===== src/design/gdf_params.svh =====
/*
  Holds the constants of the port D/E/F data register block: addresses,
  bit masks, reset values and bus access codes.
  Assumes it is included by bare name after the package is compiled.
*/
`ifndef GDF_PARAMS_SVH
`define GDF_PARAMS_SVH

// register byte addresses on the processor bus
`define GDF_ADDR_PORT_D     32'h0400_0126
`define GDF_ADDR_PORT_E     32'h0400_0128
`define GDF_ADDR_PORT_F     32'h0400_012A

// bits backed by storage, one per pin
`define GDF_PD_WRITABLE     8'hAF
`define GDF_PE_WRITABLE     8'hFF
`define GDF_PF_WRITABLE     8'h00
`define GDF_PG_WRITABLE     8'h1F

// power-on reset values of the stored bits
`define GDF_PD_RESET        8'h00
`define GDF_PE_RESET        8'h00

// answer to a refused or unmapped read
`define GDF_RDATA_NONE      8'h00

// access size code of a byte access
`define GDF_SIZE_BYTE       2'h0

`endif


===== src/design/gdf_pkg.sv =====
/*
  Holds the types shared by the port D/E/F data register block.
  Assumes nothing of its surroundings.
*/
package gdf_pkg;

    // two-bit pin mode from the pin function controller
    typedef enum logic [1:0] {
        GDF_MODE_ALT     = 2'h0,
        GDF_MODE_OUT     = 2'h1,
        GDF_MODE_IN_PU   = 2'h2,
        GDF_MODE_IN_NOPU = 2'h3
    } gdf_mode_t;

    typedef enum logic {
        GDF_BUS_IDLE,
        GDF_BUS_RESP
    } gdf_bus_state_t;

endpackage : gdf_pkg


===== src/design/gdf_pin_sync.sv =====
/*
  Three-stage synchroniser for a group of pin inputs; a bit's level
  changes only once the second and third stages agree.
  Assumes the pins are asynchronous to sys_clk.
*/
module gdf_pin_sync
    import gdf_pkg::*;
#(
    parameter int WIDTH = 8
)
(
    // clock and reset
    input  wire logic             sys_clk,
    input  wire logic             sys_rst,
    // pins in, filtered level out
    input  wire logic [WIDTH-1:0] pinIn,
    output logic      [WIDTH-1:0] pinLevel
);

    typedef struct packed {
        logic [WIDTH-1:0] stage1;
        logic [WIDTH-1:0] stage2;
        logic [WIDTH-1:0] stage3;
        logic [WIDTH-1:0] level;
    } gdf_sync_state_t;

    gdf_sync_state_t state_q;
    gdf_sync_state_t state_d;

    always_comb
    begin
        state_d        = state_q;
        state_d.stage1 = pinIn;
        state_d.stage2 = state_q.stage1;
        state_d.stage3 = state_q.stage2;
        // a bit follows only when stages two and three agree
        state_d.level  = (state_q.stage2 & ~(state_q.stage2 ^ state_q.stage3))
                       | (state_q.level & (state_q.stage2 ^ state_q.stage3));
    end

    always_ff @(posedge sys_clk)
    begin
        if (sys_rst)
            state_q <= '0;
        else
            state_q <= state_d;
    end

    assign pinLevel = state_q.level;

endmodule // gdf_pin_sync


===== src/design/gdf_port_bits.sv =====
/*
  Per-pin decode of one 8-bit port: read value, output enable and
  pull-up enable from the two-bit pin modes.
  Assumes modes are packed two bits per pin, pin n at [2n+1:2n].
*/
module gdf_port_bits
    import gdf_pkg::*;
#(
    parameter int               WIDTH    = 8,
    parameter logic [WIDTH-1:0] WRITABLE = '1
)
(
    // modes, stored bits and sampled pin levels
    input  wire logic [2*WIDTH-1:0] pinMode,
    input  wire logic [WIDTH-1:0]   stored,
    input  wire logic [WIDTH-1:0]   pinLevel,
    // decoded results
    output logic      [WIDTH-1:0]   readVal,
    output logic      [WIDTH-1:0]   driveEn,
    output logic      [WIDTH-1:0]   pullupEn
);

    for (genvar n = 0; n < WIDTH; n++)
    begin : g_bit
        gdf_mode_t mode;
        logic      isInput;

        assign mode    = gdf_mode_t'(pinMode[2*n +: 2]);
        assign isInput = (mode == GDF_MODE_IN_PU)
                      || (mode == GDF_MODE_IN_NOPU);

        // input modes read the pin, others the store or low level
        assign readVal[n] = isInput ? pinLevel[n]
                          : (WRITABLE[n] ? stored[n] : 1'b0);

        // only general output drives, on writable bits; alternate never drives
        assign driveEn[n]  = WRITABLE[n] && (mode == GDF_MODE_OUT);
        assign pullupEn[n] = (mode == GDF_MODE_IN_PU);
    end

endmodule // gdf_port_bits


===== src/design/gdf_port_data.sv =====
/*
  Data registers of general-purpose ports D, E and F, plus the pull-up
  enables of port G, reached over the processor's byte bus.
  Assumes pin modes come from the pin function controller, and that
  sys_rst is the power-on reset only.

// How it works
// - mode 00 alternate, 01 output, 10 input pull-up, 11 input no pull-up
// - port D bits 7,5,3,2,1,0 are stored; bits 6 and 4 read only
// - output or alternate mode reads the stored bit of a writable pin
// - either input mode reads the sampled pin level
// - output mode writes store the bit and drive it onto the pin
// - other modes still store writes but leave the pin alone
// - port D bits 6 and 4 read low except in input modes
// - writes to input-only bits are dropped and never reach pins
// - power-on: port D stored bits clear, pins input with pull-up
// - port D and E stores survive standby, sleep and manual reset
// - port E is eight stored bits cleared to 00 at power-on
// - port F is read only; input modes read pins, else 00
// - port F defaults to input with pull-up, contents undefined
// - a pull-up is on exactly in input-with-pull-up mode
// - port G has five bidirectional and three input-only bits
*/
`include "gdf_params.svh"

module gdf_port_data
    import gdf_pkg::*;
(
    // clock and power-on reset
    input  wire logic        sys_clk,
    input  wire logic        sys_rst,

    // processor byte bus
    input  wire logic        busReq,
    input  wire logic        busWrite,
    input  wire logic [31:0] busAddr,
    input  wire logic [1:0]  busSize,
    input  wire logic [7:0]  busWdata,
    output logic      [7:0]  busRdata,
    output logic             busAck,
    output logic             busErr,

    // pin modes from the pin function controller
    input  wire logic [15:0] pdMode,
    input  wire logic [15:0] peMode,
    input  wire logic [15:0] pfMode,
    input  wire logic [15:0] pgMode,

    // port D pins
    input  wire logic [7:0]  pdPinIn,
    output logic      [7:0]  pdPinOut,
    output logic      [7:0]  pdPinOe,
    output logic      [7:0]  pdPullup,

    // port E pins
    input  wire logic [7:0]  pePinIn,
    output logic      [7:0]  pePinOut,
    output logic      [7:0]  pePinOe,
    output logic      [7:0]  pePullup,

    // port F pins
    input  wire logic [7:0]  pfPinIn,
    output logic      [7:0]  pfPullup,

    // port G pull-up enables
    output logic      [7:0]  pgPullup
);

    ////////////////////////////////////////////////////////////////////
    // state

    typedef struct packed {
        gdf_bus_state_t busState;
        logic [7:0]     pdData;
        logic [7:0]     peData;
        logic [7:0]     rdata;
        logic           ack;
        logic           err;
    } gdf_state_t;

    gdf_state_t state_q;
    gdf_state_t state_d;

    ////////////////////////////////////////////////////////////////////
    // pin synchronisers

    logic [7:0] pdLevel;
    logic [7:0] peLevel;
    logic [7:0] pfLevel;

    gdf_pin_sync #(
        .WIDTH    (8)
    ) u_pd_sync (
        .sys_clk  (sys_clk),
        .sys_rst  (sys_rst),
        .pinIn    (pdPinIn),
        .pinLevel (pdLevel)
    );

    gdf_pin_sync #(
        .WIDTH    (8)
    ) u_pe_sync (
        .sys_clk  (sys_clk),
        .sys_rst  (sys_rst),
        .pinIn    (pePinIn),
        .pinLevel (peLevel)
    );

    gdf_pin_sync #(
        .WIDTH    (8)
    ) u_pf_sync (
        .sys_clk  (sys_clk),
        .sys_rst  (sys_rst),
        .pinIn    (pfPinIn),
        .pinLevel (pfLevel)
    );

    ////////////////////////////////////////////////////////////////////
    // per-pin mode decode

    logic [7:0] pdRead;
    logic [7:0] peRead;
    logic [7:0] pfRead;
    logic [7:0] pdDrive;
    logic [7:0] peDrive;

    gdf_port_bits #(
        .WIDTH    (8),
        .WRITABLE (`GDF_PD_WRITABLE)
    ) u_pd_bits (
        .pinMode  (pdMode),
        .stored   (state_q.pdData),
        .pinLevel (pdLevel),
        .readVal  (pdRead),
        .driveEn  (pdDrive),
        .pullupEn (pdPullup)
    );

    gdf_port_bits #(
        .WIDTH    (8),
        .WRITABLE (`GDF_PE_WRITABLE)
    ) u_pe_bits (
        .pinMode  (peMode),
        .stored   (state_q.peData),
        .pinLevel (peLevel),
        .readVal  (peRead),
        .driveEn  (peDrive),
        .pullupEn (pePullup)
    );

    gdf_port_bits #(
        .WIDTH    (8),
        .WRITABLE (`GDF_PF_WRITABLE)
    ) u_pf_bits (
        .pinMode  (pfMode),
        .stored   (8'h00),
        .pinLevel (pfLevel),
        .readVal  (pfRead),
        .driveEn  (),
        .pullupEn (pfPullup)
    );

    // port G data lives elsewhere; only its pull-ups are decoded here
    gdf_port_bits #(
        .WIDTH    (8),
        .WRITABLE (`GDF_PG_WRITABLE)
    ) u_pg_bits (
        .pinMode  (pgMode),
        .stored   (8'h00),
        .pinLevel (8'h00),
        .readVal  (),
        .driveEn  (),
        .pullupEn (pgPullup)
    );

    ////////////////////////////////////////////////////////////////////
    // address decode

    logic hitPd;
    logic hitPe;
    logic hitPf;
    logic hitAny;
    logic sizeOk;
    logic take;

    assign hitPd  = (busAddr == `GDF_ADDR_PORT_D);
    assign hitPe  = (busAddr == `GDF_ADDR_PORT_E);
    assign hitPf  = (busAddr == `GDF_ADDR_PORT_F);
    assign hitAny = hitPd || hitPe || hitPf;
    assign sizeOk = (busSize == `GDF_SIZE_BYTE);
    assign take   = busReq && (state_q.busState == GDF_BUS_IDLE);

    ////////////////////////////////////////////////////////////////////
    // next state

    always_comb
    begin
        state_d     = state_q;
        state_d.ack = 1'b0;
        state_d.err = 1'b0;

        unique case (state_q.busState)
            GDF_BUS_IDLE:
            begin
                if (take)
                begin
                    state_d.busState = GDF_BUS_RESP;
                    state_d.ack      = 1'b1;
                    state_d.err      = !(hitAny && sizeOk);
                    state_d.rdata    = `GDF_RDATA_NONE;

                    if (hitAny && sizeOk && busWrite)
                    begin
                        // stored in every mode; the pin follows only
                        // through the output enable
                        if (hitPd)
                        begin
                            state_d.pdData = busWdata
                                           & `GDF_PD_WRITABLE;
                        end
                        if (hitPe)
                        begin
                            state_d.peData = busWdata;
                        end
                        // port F writes are dropped here
                    end
                    else if (hitAny && sizeOk)
                    begin
                        if (hitPd)
                        begin
                            state_d.rdata = pdRead;
                        end
                        else if (hitPe)
                        begin
                            state_d.rdata = peRead;
                        end
                        else
                        begin
                            state_d.rdata = pfRead;
                        end
                    end
                end
            end

            GDF_BUS_RESP:
            begin
                state_d.busState = GDF_BUS_IDLE;
            end
        endcase
    end

    ////////////////////////////////////////////////////////////////////
    // registers

    // only power-on reset clears the stores; modes after it come from
    // the pin function controller as input with pull-up
    always_ff @(posedge sys_clk)
    begin
        if (sys_rst)
        begin
            state_q.busState <= GDF_BUS_IDLE;
            state_q.pdData   <= `GDF_PD_RESET;
            state_q.peData   <= `GDF_PE_RESET;
            state_q.rdata    <= `GDF_RDATA_NONE;
            state_q.ack      <= 1'b0;
            state_q.err      <= 1'b0;
        end
        else
        begin
            state_q <= state_d;
        end
    end

    ////////////////////////////////////////////////////////////////////
    // outputs

    assign busRdata = state_q.rdata;
    assign busAck   = state_q.ack;
    assign busErr   = state_q.err;

    // input-only bits never drive
    assign pdPinOut = state_q.pdData;
    assign pdPinOe  = pdDrive;
    assign pePinOut = state_q.peData;
    assign pePinOe  = peDrive;

endmodule // gdf_port_data


===== config.mk =====
export PLATFORM = sky130hd
export DESIGN_NAME = gdf_port_data
export DESIGN_NICKNAME = d
export VERILOG_FILES = /design/src/design/gdf_pkg.sv /design/src/design/gdf_pin_sync.sv /design/src/design/gdf_port_bits.sv /design/src/design/gdf_port_data.sv
export VERILOG_INCLUDE_DIRS = /design/src /design/src/design
export SDC_FILE = /design/constraint.sdc
export NUM_CORES = 1
export LEC_CHECK = 0
export BUFFER_PORTS_ARGS = -buffer_cell sky130_fd_sc_hd__buf_2
export CORE_AREA = 2 2 138 113
export DETAILED_ROUTE_END_ITERATION = 10
export DIE_AREA = 0 0 140 115
export GPL_ROUTABILITY_DRIVEN = 0
export MAX_ROUTING_LAYER = met4
export PLACE_DENSITY_LB_ADDON = 0.1
export SETUP_SLACK_MARGIN = 0.15
export SYNTH_ARGS = -nofsm -noshare
export SYNTH_HDL_FRONTEND = slang
export SYNTH_SLANG_ARGS = --single-unit

===== constraint.sdc =====
create_clock -name sys_clk -period 2.4 [get_ports sys_clk]
set_input_delay 0.36 -clock sys_clk [delete_from_list [all_inputs] [get_ports sys_clk]]
set_output_delay 0.36 -clock sys_clk [all_outputs]
set_load 0.02 [all_outputs]

Word-level counts from Yosys, hierarchy flattened
Index checks and enable logic that the tools add are counted.
- flip-flop bits (word level): 121
- bits of input ports: 134
- logic and storage cells: 177
- output and inout bits: 74
- reduce and logical (&&, ||, !) cells: 36
- bitwise logic cells: 17
- mux-type cells: 33
- eq/ne operators: 73
- operators with widths (kind ; number):
    $eq A2 B2 Y1 const B ; 56
    $eq A32 B27 Y1 const B ; 3
    $and A8 B8 Y8 ; 6
    $mux W8 ; 6
    $eq A2 B1 Y1 const B ; 14
    $mux W27 ; 1
    $logic_or A1 B1 Y1 ; 26
    $mux W1 ; 24
    $not A8 Y8 ; 3
    $or A8 B8 Y8 ; 3
    $xor A8 B8 Y8 ; 3
    $mux W16 ; 1
    $reduce_and A4 Y1 ; 2
    $logic_and A1 B1 Y1 ; 3
    $reduce_or A3 Y1 ; 1
    $logic_not A2 Y1 ; 1
    $not A1 Y1 ; 2
    $pmux W1 S2 ; 1
    $reduce_and A2 Y1 ; 1
    $reduce_or A2 Y1 ; 1
    $logic_not A1 Y1 ; 1

Depth between registers and ports, before layout
- word-level depth: 9
- gate-level depth with buffers: 6

By module
From an unflattened synthesis, not the netlist that was laid out.
- cell total of the unflattened synthesis: 496
- area total of the unflattened synthesis: 5042.3 um^2
- modules (own cells, without submodules) (module ; instances ; cells an instance ; seq. area each (um^2) ; area each (um^2)):
    gdf_pin_sync ; 3 ; 91 ; 640.6 ; 983.4
    gdf_port_data ; 1 ; 124 ; 480.5 ; 1213.7
    gdf_port_bits (u_pe_bits) ; 1 ; 24 ; 0.0 ; 230.2
    gdf_port_bits (u_pf_bits) ; 1 ; 25 ; 0.0 ; 224.0
    gdf_port_bits (u_pd_bits) ; 1 ; 25 ; 0.0 ; 216.5
    gdf_port_bits (u_pg_bits) ; 1 ; 25 ; 0.0 ; 207.7

Least setup slack after synthesis
Ideal clock, no wire load.
- path type: in2reg
- from: in busAddr[29]
- to: reg state_q (netlist bit pePinOut[0])
- buffers on the path: 0
- setup time: 72 ps
- path slack: 640 ps
- arrival time: 1688 ps
- data required time: 2328 ps
- cell stages on the path: 4
- path through: nor4b_2 nand4_2 nor4_4 mux2i_1
- longest elaborated chain between the ends: 6
- elaborated cells between the ends (all ways): 8
- classes of those cells: 3 x eq/ne; 5 x reduce/logical
- ends and longest elaborated chain (element ; line ; RTL):
    start, declared ; gdf_port_data.sv:36 ; input wire logic [31:0] busAddr,
    $eq A32 B27 Y1 (no source line) ; -- ;
    $logic_or A1 B1 Y1 (2 in a row) ; gdf_port_data.sv:189 ; assign hitAny = hitPd || hitPe || hitPf;
    $logic_and A1 B1 Y1 (2 in a row) ; gdf_port_data.sv:212 ; if (hitAny && sizeOk && busWrite)
    $reduce_and A4 Y1 (no source line) (*) ; -- ;
    end signal, assigned ; gdf_port_data.sv:270 ; state_q <= state_d;
    end, declared ; gdf_port_data.sv:81 ; gdf_state_t state_q;
Every way passes the cells marked *; elsewhere a longest branch is shown, timed or not.
A chain may end at the register's enable or synchronous reset.

Worst setup path in the final report
- from: reg state_q[26] (netlist name)
- to: reg state_q (netlist bit busRdata[0])
- longest elaborated chain between the ends: 3
- ends and longest elaborated chain (element ; line ; RTL):
    $not A1 Y1 (no source line) (*) ; -- ;
    $logic_and A1 B1 Y1 ; gdf_port_data.sv:191 ; assign take = busReq && (state_q.busState == GDF_BUS_IDLE);
    $reduce_and A2 Y1 (no source line) (*) ; -- ;
Marks and branches as above.

==> metrics.yaml <==
run_status:
  status: "complete, but fails checks"
  violations: "design-rule violations"
power_and_ir_drop:
  swShare_pct: 20.9
  p_int_mw: 3.99
  seqPwrFrac_pct: 40.9
  power_density_nw_per_um2: 804
  clockPowerShare_pct: 51.8
  total_power_mw: 5.05
  comb_power_share_pct: 7.4
  p_leak_nw: 2.77
  p_sw_mw: 1.06
  ir_worst_vdd_mv: 0.492
cts:
  cts_hold_buf: 0
  ctsResizeCount: 0
  path_clk_slew_ns: 0.05
  clock-sinks: 120
  htreeDepth: 4
  root_buffer: "clkbuf_16"
  cts_tree: "built"
  cts_buffer_depth: 2
  cts_made_buffers: 17
  post_cts_buffers: 0
  clkLatencyLatePin_ns: 0.41
worst_hold_path:
  whs_path_depth: 2
  min_path_type: "input port to register"
  min-delay-start: "pfPinIn[2]"
  hold_path_end: "u_pf_sync.state_d[18]"
yosys:
  ys.flop_type: "dfxtp_1"
  yosysSeqAreaShare_pct: 53.8
  synth.area.top_cells: "dfxtp_1 54%, nor2b_1 17%, mux2i_1 6.3%"
  synthesis.instances: 441
  synth.most_common_cell: "dfxtp_1"
  syn_avg_cell_area_um2: 10.1
  synth_cell_types: 28
  synth_edf_count: 0
  yosys.area.top_type: "dfxtp_1"
  synth_top_area_share_pct: 53.8
  async_flop_share_pct: 0
  yosysWarnings: 0
  ys_top_cells_by_count: "120 x dfxtp_1, 119 x nor2b_1, 35 x nand2_1, 33 x o21ai_0, 28 x mux2i_1"
  synth.cell_area_um2: 4470
  synth_seq_cells: 120
final_layout:
  area_delta_synth_final_pct: 40.6
  drive_above_1_share_pct: 39.9
  final_area_um2: 6280
  n_antenna_cell: 0
  nNetsFinal: 785
  fillerInstances: 1473
  final_cells: 851
placed_design:
  dp.final_hpwl_um: 9040
  dpl_cell_area_um2: 5670
  io_buffers: 203
  dp.cells: 821
detailed_routing:
  drc: 20
  vias_per_cell: 4.40
  wl_met1_um: 5150
  drtIter0Drc: 182
  wirelength_um: 11600
  met3WireLength_um: 887
  antenna_left: 0
  vias: 3748
  highest_layer: "met4"
  wl_met2_um: 5430
  wire_per_inst_um: 13.6
  drtPass1Iterations: 9
worst_setup_path:
  cp.required_ns: 2.72
  max_stage_delay_ns: 0.49
  worstPathCellList: "or3b_2, nor2_1, nand4bb_1, o21ai_0"
  cp-end-kind: "register"
  setup.worst_path.class: "register to register"
  crit_slowest_cell: "or3b_2"
  reg2reg_to: "busRdata[0]"
  rrSetupSlack_ns: 0.70
  cp.arrival_ns: 2.02
  startpoint_type: "register"
  r2r_start: "state_q[26]"
  rr_worst_depth: 4
  worstPathMaxFanout: 8
timing:
  max_freq_mhz: 588
  finClkSkew_ns: 0.00554
  hold_violations: 0
  finalCritPeriodShare_pct: 70.9
  relSlewSlack_pct: 55.0
  setup_viol: 0
  tns_ns: 0
  fin_crit_ns: 1.70
  grt_setup_unrepaired: "no"
  whs_ns: 0.161
  tightest_slew_ns: 0.673
  slew_viol_final: 0
floorplan:
  die_h_um: 115
  die_width_um: 140
  pin_count: 208
  start_util_pct: 30.3
  rows: 40
  dieArea_um2: 16100
  coreArea_um2: 14800
grt:
  grt_pass1_vias: 3580
  grt_pass1_wl_um: 17900
  antenna_found_initial: 0
  grt_max_degree: 51
  overflow: 0
  grtUsageTotal_pct: 15.2
run:
  drv_cap: 0
-- layout by cell type (no fill, tap or decap), drive strengths merged --
cell type    n
buf        208
nor4b        3
or3b         2
nand2b       6
nor4         6
nor3         1
or2b        16
a31oi        8
bufinv       4
nor2         3
mux2i       28
nand4        2
clkbuf      21
nand3b       1
nor2b      119
o22ai        8
nand4bb      1
clkinv       5
inv          2
a21oi       25
and2         1
o21ai       33
nand2       35
dfxtp      120
conb         4
-- how the worst max path moves through the flow --
stage | slack [ns] | startpoint | depth (start not counted) | endpoint
6_report | 0.70 | state_q[26] | 4 | busRdata[0]
5_1_grt | 0.55 | state_q[26] | 4 | busRdata[0]
4_1_cts | 0.72 | state_q[26] | 4 | busRdata[0]
3_5_place_dp | 0.38 | busAddr[25] | 5 | pdPinOut[3]
3_3_place_gp | 0.42 | busAddr[29] | 5 | pdPinOut[3]
2_1_floorplan | 0.64 | busAddr[29] | 4 | pePinOut[0]
-- power by group through the flow --
stage          sequential [mW]  combinational, mW  clock (mW)
6_report                  2.06              0.371        2.61
5_1_grt                   2.07              0.407        2.78
4_1_cts                   2.06              0.379        2.68
3_5_place_dp              2.11              0.378           0
3_3_place_gp              2.10              0.372           0
2_1_floorplan             2.10              0.189           0
-- worst max-delay path, delay by kind of cell, from the launching register on --
family / cells / cell delay (ns)
AO/OA/AOI/OAI: 1 / 0.33
AND/OR/NAND/NOR: 3 / 0.97
flip-flops: 1 / 0.31
-- layer usage --
layer,global-route usage (%),vias to the layer above
met2,25.5,145
met3,4.83,14
met1,17.3,1698
li1,-,1891
met5,-,-
met4,5.25,0
-- cell type report --
cell class	count	area, um2	share of cell area [%]
tap	189	236	3.77
timing repair buffer	208	1060	16.8
clock inverter	9	149	2.37
multi-input combinational	302	1970	31.3
sequential	120	2400	38.3
clock buffer	21	460	7.33
inverter	2	7.51	0.120
-- stage by stage --
step / setup WS [ns] / util, %
2_1_floorplan: 0.640 / -
3_3_place_gp: 0.421 / 38.4
3_5_place_dp: 0.380 / 38.4
4_1_cts: 0.721 / 42.5
5_1_grt: 0.549 / 42.5
6_report: 0.699 / 42.5
-- cell families after synthesis --
family / synth area share, %
buffers and inverters: 2.41
other: 0.0840
muxes: 6.27
and+or+nand+nor: 28.7
AOI/OAI and AO/OA: 8.74
DFF: 53.8
No activity file was read; power rests on OpenSTA's default activity.
